<file path="config.mk">
export PLATFORM = sky130hd
export DESIGN_NAME = printer_port_floppy_pin_share
export DESIGN_NICKNAME = d
export VERILOG_FILES = /design/src/core/pin_share_pkg.sv /design/src/core/pin_sync2.sv /design/src/core/printer_port_floppy_pin_share.sv
export SDC_FILE = /design/constraint.sdc
export NUM_CORES = 1
export LEC_CHECK = 0
export BUFFER_PORTS_ARGS = -buffer_cell sky130_fd_sc_hd__clkbuf_2
export CORE_ASPECT_RATIO = 0.8
export CORE_UTILIZATION = 49
export DETAILED_ROUTE_END_ITERATION = 6
export PLACE_DENSITY = 0.94
export SLEW_MARGIN = 20
export SYNTH_ARGS = -nofsm -noshare
export SYNTH_HDL_FRONTEND = slang
export SYNTH_HIERARCHICAL = 1
export SYNTH_SLANG_ARGS = --single-unit
</file>
<file path="constraint.sdc">
create_clock -name ref_clk -period 2.2 [get_ports ref_clk]
set_clock_uncertainty 0.1 [all_clocks]
set_input_delay 0.11 -clock ref_clk [delete_from_list [all_inputs] [get_ports ref_clk]]
set_output_delay 0.11 -clock ref_clk [all_outputs]
set_load 0.02 [all_outputs]
</file>
<file path="src/core/pin_share_pkg.sv">
package pin_share_pkg;

    // Port mode selection
    typedef enum logic [1:0] {
        MODE_PRINTER,
        MODE_EXT_SINGLE,
        MODE_EXT_DUAL
    } port_mode_t;

    localparam int CFG_W = 8;
    localparam logic [CFG_W-1:0] CFG_EXT_SEL = 8'h03;
    localparam int PULLUP_OFF_BIT = 7;
    localparam int EXT_DUAL_BIT = 0;

    // Printer control pins, shared with floppy outputs
    localparam int CTL_W = 9;
    localparam int CTL_SELECT = 0;
    localparam int CTL_PAPER_END = 1;
    localparam int CTL_BUSY = 2;
    localparam int CTL_ACK = 3;
    localparam int CTL_ERROR = 4;
    localparam int CTL_SELECT_IN = 5;
    localparam int CTL_INIT = 6;
    localparam int CTL_AUTOFEED = 7;
    localparam int CTL_STROBE = 8;

    // Printer core drive requests (active high)
    localparam int PCTL_W = 4;
    localparam int PCTL_SELECT_IN = 0;
    localparam int PCTL_INIT = 1;
    localparam int PCTL_AUTOFEED = 2;
    localparam int PCTL_STROBE = 3;

    // Floppy controller requests and native outputs
    localparam int FO_W = 10;
    localparam int FO_DENSITY0 = 0;
    localparam int FO_HEAD = 1;
    localparam int FO_WGATE = 2;
    localparam int FO_WSTREAM = 3;
    localparam int FO_STEP = 4;
    localparam int FO_SEEK = 5;
    localparam int FO_MOTOR_B = 6;
    localparam int FO_SEL_A = 7;
    localparam int FO_SEL_B = 8;
    localparam int FO_MOTOR_A = 9;

    // Floppy status lines; index equals shared data bit
    localparam int ST_W = 5;
    localparam int ST_INDEX = 0;
    localparam int ST_TRACK_ZERO = 1;
    localparam int ST_WPROT = 2;
    localparam int ST_READ = 3;
    localparam int ST_MEDIA_CHG = 4;

    // Printer status to the printer core
    localparam int PS_W = 5;

    localparam int PD_W = 8;
    localparam int PD_MOTOR_A = 6;
    localparam int PD_SEL_A = 7;

    localparam int SYNC_W = PD_W + CTL_W + ST_W;
    localparam logic [SYNC_W-1:0] SYNC_RST = '1;
    localparam logic [ST_W-1:0] ST_IDLE = 5'h1f;
    localparam logic [PS_W-1:0] PS_RST = 5'h18;

endpackage

</file>
<file path="src/core/pin_sync2.sv">
`timescale 1ns/1ps

// Two-stage synchroniser for pin inputs
module pin_sync2
    import pin_share_pkg::*;
#(
    parameter int W = 1,
    parameter logic [W-1:0] RST_VAL = '0
)
(
    input wire logic ref_clk,
    input wire logic rst_n,
    input wire logic [W-1:0] din,
    output logic [W-1:0] dout
);

    logic [W-1:0] meta_q;
    logic [W-1:0] sync_q;

    // First stage read only by second stage
    always_ff @(posedge ref_clk)
    begin
        if (!rst_n)
        begin
            meta_q <= RST_VAL;
            sync_q <= RST_VAL;
        end
        else
        begin
            meta_q <= din;
            sync_q <= meta_q;
        end
    end

    assign dout = sync_q;

endmodule

</file>
<file path="src/core/printer_port_floppy_pin_share.sv">
// Contract
// - Printer mode: eight pins are data bits
// - External mode: bit 1 carries track zero
// - External mode: bit 2 carries write protect
// - External mode: bit 3 carries read data
// - External mode: bit 4 carries media changed
// - Unused external pins float: 5; 6,7 single
// - Dual mode: bit 6 drives motor A
// - Dual mode: bit 7 drives select A
// - Single serves drive B; dual both
// - External floppy inputs pulled high internally
// - Head pin high side 0, low side 1
// - Seek pin high outward, low inward
// - Motor and select pins active-low open-drain
// - One low step pulse per track
// - Write data active low to drive
// - Config bit 7 turns pull-ups off
// - Mode comes from both config sources
// - External mode: bit 0 carries index
// - Control pins copy floppy outputs externally
`timescale 1ns/1ps

module printer_port_floppy_pin_share
    import pin_share_pkg::*;
(
    input wire logic ref_clk,
    input wire logic rst_n,
    input wire logic [CFG_W-1:0] port_mode_cfg,
    input wire logic [CFG_W-1:0] port_mode_cfg_ext,
    input wire logic [CFG_W-1:0] floppy_cfg_reg,
    input wire logic [PD_W-1:0] prn_data_out,
    input wire logic prn_data_drive,
    input wire logic [PCTL_W-1:0] prn_ctl_req,
    output logic [PD_W-1:0] prn_data_in,
    output logic [PS_W-1:0] prn_status,
    input wire logic [FO_W-1:0] fdc_req,
    output logic [ST_W-1:0] fdc_status_n,
    input wire logic [PD_W-1:0] pd_in,
    output logic [PD_W-1:0] pd_out,
    output logic [PD_W-1:0] pd_oe,
    output logic [PD_W-1:0] pd_pullup_en,
    input wire logic [CTL_W-1:0] ctl_in,
    output logic [CTL_W-1:0] ctl_out,
    output logic [CTL_W-1:0] ctl_oe,
    output logic [FO_W-1:0] fdd_out,
    output logic [FO_W-1:0] fdd_oe,
    input wire logic [ST_W-1:0] fdd_status_in,
    output logic fdd_pullup_en,
    output logic [1:0] port_mode
);

    ////////////////////////////////////////////////////////////////////////
    // Mode decode

    // Config pair to pin mode
    function automatic port_mode_t decode_mode(
        input logic [CFG_W-1:0] cfg,
        input logic [CFG_W-1:0] ext
    );
        port_mode_t m;
        m = MODE_PRINTER;
        if (cfg == CFG_EXT_SEL && ext[EXT_DUAL_BIT])
        begin
            m = MODE_EXT_DUAL;
        end
        else if (cfg == CFG_EXT_SEL)
        begin
            m = MODE_EXT_SINGLE;
        end
        return m;
    endfunction

    port_mode_t mode_q;
    port_mode_t mode_d;
    logic pullup_off_q;
    logic pullup_off_d;

    // Next mode from both config sources
    always_comb
    begin
        mode_d = decode_mode(port_mode_cfg, port_mode_cfg_ext);
        pullup_off_d = floppy_cfg_reg[PULLUP_OFF_BIT];
    end

    // Mode registers
    always_ff @(posedge ref_clk)
    begin
        if (!rst_n)
        begin
            mode_q <= MODE_PRINTER;
            pullup_off_q <= 1'b0;
        end
        else
        begin
            mode_q <= mode_d;
            pullup_off_q <= pullup_off_d;
        end
    end

    ////////////////////////////////////////////////////////////////////////
    // Pin input synchronisers

    logic [SYNC_W-1:0] sync_out;
    logic [PD_W-1:0] pd_s;
    logic [CTL_W-1:0] ctl_s;
    logic [ST_W-1:0] fdd_s;

    pin_sync2 #(
        .W(SYNC_W),
        .RST_VAL(SYNC_RST)
    ) u_sync (
        .ref_clk(ref_clk),
        .rst_n(rst_n),
        .din({fdd_status_in, ctl_in, pd_in}),
        .dout(sync_out)
    );

    // Split synchronised pins
    assign pd_s = sync_out[PD_W-1:0];
    assign ctl_s = sync_out[PD_W+CTL_W-1:PD_W];
    assign fdd_s = sync_out[SYNC_W-1:PD_W+CTL_W];

    ////////////////////////////////////////////////////////////////////////
    // Floppy pin levels

    // Active-high request to open-drain low level
    function automatic logic od_level(input logic req);
        return ~req;
    endfunction

    logic [FO_W-1:0] lvl;
    logic ext_mode;
    logic dual_mode;

    // Controller requests to pin levels
    always_comb
    begin
        lvl = '1;
        lvl[FO_DENSITY0] = od_level(fdc_req[FO_DENSITY0]);
        lvl[FO_HEAD] = od_level(fdc_req[FO_HEAD]); // Side 1 pulls low
        lvl[FO_WGATE] = od_level(fdc_req[FO_WGATE]);
        lvl[FO_WSTREAM] = od_level(fdc_req[FO_WSTREAM]);
        lvl[FO_STEP] = od_level(fdc_req[FO_STEP]); // Pulse passes 1:1
        lvl[FO_SEEK] = od_level(fdc_req[FO_SEEK]); // Inward pulls low
        lvl[FO_MOTOR_B] = od_level(fdc_req[FO_MOTOR_B]);
        lvl[FO_SEL_A] = od_level(fdc_req[FO_SEL_A]);
        lvl[FO_SEL_B] = od_level(fdc_req[FO_SEL_B]);
        lvl[FO_MOTOR_A] = od_level(fdc_req[FO_MOTOR_A]);
    end

    assign ext_mode = (mode_q != MODE_PRINTER);
    assign dual_mode = (mode_q == MODE_EXT_DUAL);

    ////////////////////////////////////////////////////////////////////////
    // Native floppy outputs

    logic [FO_W-1:0] fdd_oe_q;
    logic [FO_W-1:0] fdd_oe_d;

    // Open-drain: enable while pulling low
    always_comb
    begin
        fdd_oe_d = ~lvl;
    end

    // Native output registers
    always_ff @(posedge ref_clk)
    begin
        if (!rst_n)
        begin
            fdd_oe_q <= '0;
        end
        else
        begin
            fdd_oe_q <= fdd_oe_d;
        end
    end

    ////////////////////////////////////////////////////////////////////////
    // Shared data pins

    logic [PD_W-1:0] pd_out_q;
    logic [PD_W-1:0] pd_out_d;
    logic [PD_W-1:0] pd_oe_q;
    logic [PD_W-1:0] pd_oe_d;
    logic [PD_W-1:0] pd_pu_q;
    logic [PD_W-1:0] pd_pu_d;

    // Data pin drivers by mode
    always_comb
    begin
        pd_out_d = '0;
        pd_oe_d = '0;
        pd_pu_d = '0;
        if (!ext_mode)
        begin
            pd_out_d = prn_data_out;
            pd_oe_d = {PD_W{prn_data_drive}};
        end
        else
        begin
            // Bits 0..4 become pulled-up floppy inputs
            pd_pu_d[ST_W-1:0] = {ST_W{~pullup_off_q}};
            // Bit 5 floats in both modes, 6 and 7 in single
            pd_oe_d[ST_W] = 1'b0;
            if (dual_mode)
            begin
                pd_oe_d[PD_MOTOR_A] = ~lvl[FO_MOTOR_A];
                pd_oe_d[PD_SEL_A] = ~lvl[FO_SEL_A];
            end
        end
    end

    // Data pin registers
    always_ff @(posedge ref_clk)
    begin
        if (!rst_n)
        begin
            pd_out_q <= '0;
            pd_oe_q <= '0;
            pd_pu_q <= '0;
        end
        else
        begin
            pd_out_q <= pd_out_d;
            pd_oe_q <= pd_oe_d;
            pd_pu_q <= pd_pu_d;
        end
    end

    ////////////////////////////////////////////////////////////////////////
    // Shared control pins

    logic [CTL_W-1:0] ctl_oe_q;
    logic [CTL_W-1:0] ctl_oe_d;

    // Control pin drivers by mode
    always_comb
    begin
        ctl_oe_d = '0;
        if (!ext_mode)
        begin
            ctl_oe_d[CTL_SELECT_IN] = prn_ctl_req[PCTL_SELECT_IN];
            ctl_oe_d[CTL_INIT] = prn_ctl_req[PCTL_INIT];
            ctl_oe_d[CTL_AUTOFEED] = prn_ctl_req[PCTL_AUTOFEED];
            ctl_oe_d[CTL_STROBE] = prn_ctl_req[PCTL_STROBE];
        end
        else
        begin
            // Open-drain copies for drive B; drive A uses data pins 6, 7 in dual
            ctl_oe_d[CTL_SELECT] = ~lvl[FO_WGATE];
            ctl_oe_d[CTL_PAPER_END] = ~lvl[FO_WSTREAM];
            ctl_oe_d[CTL_BUSY] = ~lvl[FO_MOTOR_B];
            ctl_oe_d[CTL_ACK] = ~lvl[FO_SEL_B];
            ctl_oe_d[CTL_ERROR] = ~lvl[FO_HEAD];
            ctl_oe_d[CTL_SELECT_IN] = ~lvl[FO_STEP];
            ctl_oe_d[CTL_INIT] = ~lvl[FO_SEEK];
            ctl_oe_d[CTL_AUTOFEED] = ~lvl[FO_DENSITY0];
            ctl_oe_d[CTL_STROBE] = 1'b0; // Floats in external modes
        end
    end

    // Control pin registers
    always_ff @(posedge ref_clk)
    begin
        if (!rst_n)
        begin
            ctl_oe_q <= '0;
        end
        else
        begin
            ctl_oe_q <= ctl_oe_d;
        end
    end

    ////////////////////////////////////////////////////////////////////////
    // Floppy status to controller

    logic [ST_W-1:0] st_q;
    logic [ST_W-1:0] st_d;
    logic fdd_pu_q;
    logic fdd_pu_d;

    // Native status, wired-AND with external in ext modes
    always_comb
    begin
        st_d = fdd_s;
        fdd_pu_d = ~pullup_off_q;
        if (ext_mode)
        begin
            st_d[ST_INDEX] = fdd_s[ST_INDEX] & pd_s[ST_INDEX];
            st_d[ST_TRACK_ZERO] =
                fdd_s[ST_TRACK_ZERO] & pd_s[ST_TRACK_ZERO];
            st_d[ST_WPROT] = fdd_s[ST_WPROT] & pd_s[ST_WPROT];
            st_d[ST_READ] = fdd_s[ST_READ] & pd_s[ST_READ];
            st_d[ST_MEDIA_CHG] =
                fdd_s[ST_MEDIA_CHG] & pd_s[ST_MEDIA_CHG];
        end
    end

    // Status registers
    always_ff @(posedge ref_clk)
    begin
        if (!rst_n)
        begin
            st_q <= ST_IDLE;
            fdd_pu_q <= 1'b1;
        end
        else
        begin
            st_q <= st_d;
            fdd_pu_q <= fdd_pu_d;
        end
    end

    ////////////////////////////////////////////////////////////////////////
    // Printer status to printer core

    logic [PD_W-1:0] prn_in_q;
    logic [PD_W-1:0] prn_in_d;
    logic [PS_W-1:0] ps_q;
    logic [PS_W-1:0] ps_d;

    // Follow pins in printer mode, hold in external modes
    always_comb
    begin
        prn_in_d = prn_in_q;
        ps_d = ps_q;
        if (!ext_mode)
        begin
            prn_in_d = pd_s;
            ps_d = ctl_s[PS_W-1:0];
        end
    end

    // Printer status registers
    always_ff @(posedge ref_clk)
    begin
        if (!rst_n)
        begin
            prn_in_q <= '0;
            ps_q <= PS_RST;
        end
        else
        begin
            prn_in_q <= prn_in_d;
            ps_q <= ps_d;
        end
    end

    ////////////////////////////////////////////////////////////////////////
    // Outputs

    // Control and floppy pins drive low when enabled; data pins drive prn_data_out in printer mode
    assign pd_out = pd_out_q;
    assign pd_oe = pd_oe_q;
    assign pd_pullup_en = pd_pu_q;
    assign ctl_out = '0;
    assign ctl_oe = ctl_oe_q;
    assign fdd_out = '0;
    assign fdd_oe = fdd_oe_q;
    assign fdd_pullup_en = fdd_pu_q;
    assign fdc_status_n = st_q;
    assign prn_data_in = prn_in_q;
    assign prn_status = ps_q;
    assign port_mode = mode_q;

endmodule

</file>
# [Word level (Yosys, flattened, before mapping)]
# Cells that the tools add are included.
[totals] register_bits=100 in_bits=71 out_inout_bits=83 wordCells=49
[classes] eq_ne=2 n_mux=6 bitwise=18 n_reduce_logical=5
[ops] operator="1-bit NOT" count=12
[ops] operator="10-bit NOT" count=1
[ops] operator="8-bit by 2-bit equality test with 1-bit output (second input constant)" count=1
[ops] operator="3-bit 2-to-1 mux" count=2
[ops] operator="1-bit AND" count=5
[ops] operator="5-bit 2-to-1 mux" count=1
[ops] operator="2-bit 2-to-1 mux" count=2
[ops] operator="2-bit OR reduction" count=2
[ops] operator="2-bit equality test (second input constant)" count=1
[ops] operator="2-bit AND reduction" count=1
[ops] operator="2-bit nonzero test" count=1
[ops] operator="1-bit logical AND" count=1
[ops] operator="1-bit 2-to-1 mux" count=1

# [Longest topological paths before layout]
[depth] ltp_word=3 depth_mapped=4 depth_no_buf=2

# [Hierarchy]
# Netlist, hierarchy kept.
[modules_own_cells] mod="printer_port_floppy_pin_share" n_inst=1 cells_per_inst=196 area_each_um2=2000.7
[modules_own_cells] mod="pin_sync2" n_inst=1 cells_per_inst=92 area_each_um2=1179.9

# [Least setup slack after synthesis]
# No wires, ideal clock.
[synth_path] path_kind="register to register" startpoint="register mode_q[1], in the netlist port_mode[1]" endpoint="register st_q[1], in the netlist fdc_status_n[1]" setup_time_ns=0.114 arrival_time_ns=1.091 required_ns=1.986 path_slack_ns=0.895 path_stages_with_launch=5 n_path_buf=2 period_less_slack_ns=1.305 path_cell_list="dfxtp_1 buf_2 buf_4 o21bai_1 a21o_1"
[synth_via] elab_chain_len=2
[synth_rtl] item="from (decl)" line_no="printer_port_floppy_pin_share.sv:73" source="port_mode_t mode_q;"
[synth_rtl] item="from (signal assigned)" line_no="printer_port_floppy_pin_share.sv:95" source="mode_q <= mode_d;"
[synth_rtl] item="2-bit nonzero test" line_no="printer_port_floppy_pin_share.sv:151" source="assign ext_mode = (mode_q != MODE_PRINTER);"
[synth_rtl] item="5-bit 2-to-1 mux" line_no="printer_port_floppy_pin_share.sv:289" source="if (ext_mode)"
[synth_rtl] item="to (signal assigned)" line_no="printer_port_floppy_pin_share.sv:311" source="st_q <= st_d;"
[synth_rtl] item="to (decl)" line_no="printer_port_floppy_pin_share.sv:279" source="logic [ST_W-1:0] st_q;"
# Every way passes these cells.
# A chain may end at the register's enable or synchronous reset.

# [Worst setup path after layout]
[layout_path] startpoint="input port port_mode_cfg[3]" endpoint="register mode_q[1], in the netlist port_mode[1]"
[layout_via] elab_chain_len=3
[layout_rtl] item="from (decl)" line_no="printer_port_floppy_pin_share.sv:28" source="input wire logic [CFG_W-1:0] port_mode_cfg,"
[layout_rtl] item="8-bit by 2-bit equality test with 1-bit output" line_no="printer_port_floppy_pin_share.sv:62" source="if (cfg == CFG_EXT_SEL && ext[EXT_DUAL_BIT])"
[layout_rtl] item="1-bit logical AND" line_no="printer_port_floppy_pin_share.sv:62"
[layout_rtl] item="2-bit 2-to-1 mux" line_no="printer_port_floppy_pin_share.sv:62"
# Every way passes these cells.

==> flow_summary.html <==
<table>
<tr><th>Metric</th><th>Value</th></tr>
<tr><th colspan="2">Setup path</th></tr>
<tr><td>Endpoint of the worst-slack reg-to-reg timing path</td><td>pd_out[1]</td></tr>
<tr><td>Biggest fanout along the worst timing path</td><td>2</td></tr>
<tr><td>Worst-case reg-to-reg path depth</td><td>3</td></tr>
<tr><td>Element type at the critical path start</td><td>input port</td></tr>
<tr><td>Crit-path leading delay family</td><td>buffers and inverters</td></tr>
<tr><td>Crit path DAT</td><td>2.28 ns</td></tr>
<tr><td>Worst Path Class, Setup</td><td>input port to flop</td></tr>
<tr><td>Max stage delay on crit path</td><td>0.59 ns</td></tr>
<tr><td>Buffer and inverter count on the worst path</td><td>4</td></tr>
<tr><td>Cells along the critical path</td><td>dlygate4sd3_1 &gt; clkbuf_2 &gt; nand4b_1 &gt; dlygate4sd3_1 &gt; nor3_1 &gt; dlygate4sd3_1</td></tr>
<tr><td>Critical register-to-register path startpoint</td><td>port_mode[1]</td></tr>
<tr><td>Worst-path cell with the longest stage delay</td><td>dlygate4sd3_1</td></tr>
<tr><td>Data required time at the worst endpoint</td><td>2.39 ns</td></tr>
<tr><td>Total number of cells along the worst setup path</td><td>6</td></tr>
<tr><td>Kind of capture point of the worst setup path</td><td>flop</td></tr>
<tr><td>Register-to-register setup slack</td><td>0.95 ns</td></tr>
<tr><td>Most used cell along the critical path</td><td>dlygate4sd3_1</td></tr>
<tr><th colspan="2">Global routing</th></tr>
<tr><td>Number of antenna violations at the first check in global routing</td><td>0</td></tr>
<tr><td>First-pass GRT wire length</td><td>9.95 mm</td></tr>
<tr><td>Via count of the first global-routing pass</td><td>2,164</td></tr>
<tr><td>Overflow left after global routing</td><td>0</td></tr>
<tr><td>Largest net degree at the start of global routing</td><td>36</td></tr>
<tr><td>All-Layer GR Usage</td><td>0.214</td></tr>
<tr><th colspan="2">Power and ir drop</th></tr>
<tr><td>Leak</td><td>0.00204 uW</td></tr>
<tr><td>Total power</td><td>3360 uW</td></tr>
<tr><td>Power density over cell area</td><td>805 mW/mm^2</td></tr>
<tr><td>Maximum VDD drop</td><td>0.501 mV</td></tr>
<tr><th colspan="2">Clocking</th></tr>
<tr><td>Clock latency on the worst-skew pair</td><td>0.35 ns</td></tr>
<tr><td>H-tree depth</td><td>3</td></tr>
<tr><td>Number of buffers created by CTS</td><td>9</td></tr>
<tr><td>Clock root buffer</td><td>clkbuf_8</td></tr>
<tr><td>TritonCTS clock tree</td><td>done</td></tr>
<tr><td>Clock sink count</td><td>89</td></tr>
<tr><td>Clock Pin Slew Worst Setup and Hold Paths</td><td>0.08 ns</td></tr>
<tr><td>Deepest clock path buffer count</td><td>2</td></tr>
<tr><th colspan="2">Yosys</th></tr>
<tr><td>Instance count of the mapped netlist</td><td>272</td></tr>
<tr><td>Post-synthesis average cell area</td><td>10.9 sq um</td></tr>
<tr><td>Total standard cell area after synthesis</td><td>0.00297 sq mm</td></tr>
<tr><td>Number of warnings reported in the yosys synthesis log</td><td>6</td></tr>
<tr><th colspan="2">Hold path</th></tr>
<tr><td>Hold EP</td><td>u_sync/meta_q[10]</td></tr>
<tr><td>Hold Path Origin</td><td>rst_n</td></tr>
<tr><td>Worst hold path stage count</td><td>3</td></tr>
<tr><td>Type of the most critical hold path</td><td>input port to flop</td></tr>
<tr><th colspan="2">Die</th></tr>
<tr><td>Total I/O pin count</td><td>154</td></tr>
<tr><td>Initial core utilization</td><td>0.526</td></tr>
<tr><td>Die outline height</td><td>71.6 um</td></tr>
<tr><td>Num rows</td><td>24</td></tr>
<tr><td>Area of the die</td><td>0.00638 sq mm</td></tr>
<tr><td>Core Area</td><td>0.00565 sq mm</td></tr>
<tr><td>Die width</td><td>89.1 um</td></tr>
<tr><th colspan="2">Timing</th></tr>
<tr><td>Max-slew violations</td><td>0</td></tr>
<tr><td>Setup repair after global routing missed its margin</td><td>no</td></tr>
<tr><td>Final setup violating endpoints</td><td>0</td></tr>
<tr><td>Setup tns final</td><td>0 ns</td></tr>
<tr><td>Worst Hold Margin</td><td>0.100 ns</td></tr>
<tr><td>Minimum period implied by the final worst setup slack</td><td>2.09 ns</td></tr>
<tr><td>Worst rel slew slack</td><td>0.541</td></tr>
<tr><td>Timing-limited maximum frequency</td><td>479 MHz</td></tr>
<tr><td>Final hold violation count</td><td>0</td></tr>
<tr><td>Tightest Pin Transition</td><td>0.688 ns</td></tr>
<tr><td>Fraction of the cycle the final worst path needs</td><td>0.949</td></tr>
<tr><th colspan="2">Drt</th></tr>
<tr><td>Violation count after the first detailed-routing iteration</td><td>54</td></tr>
<tr><td>Remaining design rule violation count</td><td>0</td></tr>
<tr><td>Antenna Nets Post-Route</td><td>0</td></tr>
<tr><td>WL/cell</td><td>12.5 um</td></tr>
<tr><td>Length of the first detailed-routing pass in iterations</td><td>4</td></tr>
<tr><td>Routed via count divided by cell count</td><td>4.55</td></tr>
<tr><td>Total number of vias</td><td>2,309</td></tr>
<tr><td>WL final</td><td>6.37 mm</td></tr>
<tr><th colspan="2">Run status</th></tr>
<tr><td>Status</td><td>complete, no violations</td></tr>
<tr><th colspan="2">Placed design</th></tr>
<tr><td>DP HPWL</td><td>4.01 mm</td></tr>
<tr><td>Placed inst area</td><td>0.00343 sq mm</td></tr>
<tr><td>Count of buffers inserted at the top-level ports</td><td>113</td></tr>
<tr><td>Final estimated routing congestion in global placement</td><td>0.757</td></tr>
<tr><th colspan="2">Finish</th></tr>
<tr><td>Share of final-layout standard cells stronger than drive strength 1</td><td>0.314</td></tr>
<tr><td>Final-layout fill cell count</td><td>391</td></tr>
<tr><td>Antenna Diode Count</td><td>0</td></tr>
<tr><td>Non-Filler Cell Area, Final</td><td>0.00418 sq mm</td></tr>
<tr><td>Layout Area Growth over Synthesis</td><td>40.6%</td></tr>
<tr><td>Nets@finish</td><td>496</td></tr>
<tr><th colspan="2">Run</th></tr>
<tr><td>Max-cap violation count</td><td>0</td></tr>
</table>
flip-flops by register name, indices dropped and copies added, names as in the netlist:
name and flops:
pd_out 8, fdd_oe 10, u_sync/meta_q 18, pd_pullup_en 1
pullup_off_q 1, u_sync/dout 18, prn_status 5, pd_oe 3
prn_data_in 8, fdd_pullup_en 1, ctl_oe 9, port_mode 2
fdc_status_n 5
worst reg2reg max path, stage by stage, from the launching register on:
cell,delay (ns)
dfxtp_1,0.33
buf_4,0.19
nor2_4,0.33
and3_1,0.24
per-layer routing:
metal / global-route usage / vias up / part of all wire
met1: 0.215 / 1035 / 0.38
met5: 0 / - / 0
met2: 0.391 / 110 / 0.52
li1: - / 1146 / -
met4: 0.0988 / 0 / 0.026
met3: 0.0783 / 18 / 0.079
cell type report:
class                      instances  area (sq um)  area share
inverter                           1          3.75    0.000899
timing repair buffer             169          1110       0.266
clock buffer                      11           141      0.0339
clock inverter                     5           103      0.0246
multi-input combinational        155           938       0.225
sequential                        89          1780       0.427
tap                               78          97.6      0.0234
power breakdown:
group	internal, uW	leakage (uW)	switching [uW]
combinational	164	0.00118	181
clock	784	0.000120	525
sequential	1680	0.000738	25.0
placed cells by master, fill, tap and decap left out:
cell type	count
clkbuf_2	113
dfxtp_1	89
dlygate4sd3_1	50
nand2b_1	36
conb_1	22
a21oi_1	16
or3b_1	14
o21ai_1	14
and2_1	11
and3_1	10
clkbuf_8	10
buf_4	6
nor2b_1	5
o21bai_1	5
a21o_1	5
nand2_1	3
nor3_1	3
bufinv_16	3
or2b_1	3
o21a_1	2
a211o_1	2
inv_1	1
nor2_4	1
or4_1	1
nand4b_1	1
or4bb_1	1
clkinv_2	1
clkbuf_1	1
clkinvlp_4	1
how the worst max path moves through the flow:
| stage | start | end | slack, ns |
|---|---|---|---|
| after floorplan | port_mode[1] | fdc_status_n[1] | 0.89 |
| after global placement | port_mode[0] | pd_out[2] | 1.03 |
| after detailed placement | port_mode[1] | prn_status[3] | 1.0 |
| after CTS | port_mode_cfg[3] | port_mode[1] | 0.27 |
| after global routing | port_mode_cfg[3] | port_mode[1] | 0.03 |
| final | port_mode_cfg[3] | port_mode[1] | 0.11 |
timing repair:
action,CTS,global route
setup buffers,0,0
gates resized for setup,0,0
hold buffers,50,0
hold endpoints to repair,48,0
stage by stage:
step | instances | setup slack (ns) | utilization
finish | 508 | 0.112 | 0.740
global route | 508 | 0.0290 | 0.740
CTS | 508 | 0.269 | 0.740
detailed placement | 442 | 0.996 | 0.608
global placement | 442 | 1.03 | 0.608
floorplan | 293 | 0.895 | -
Note: power is estimated with default switching activity, not from simulation.
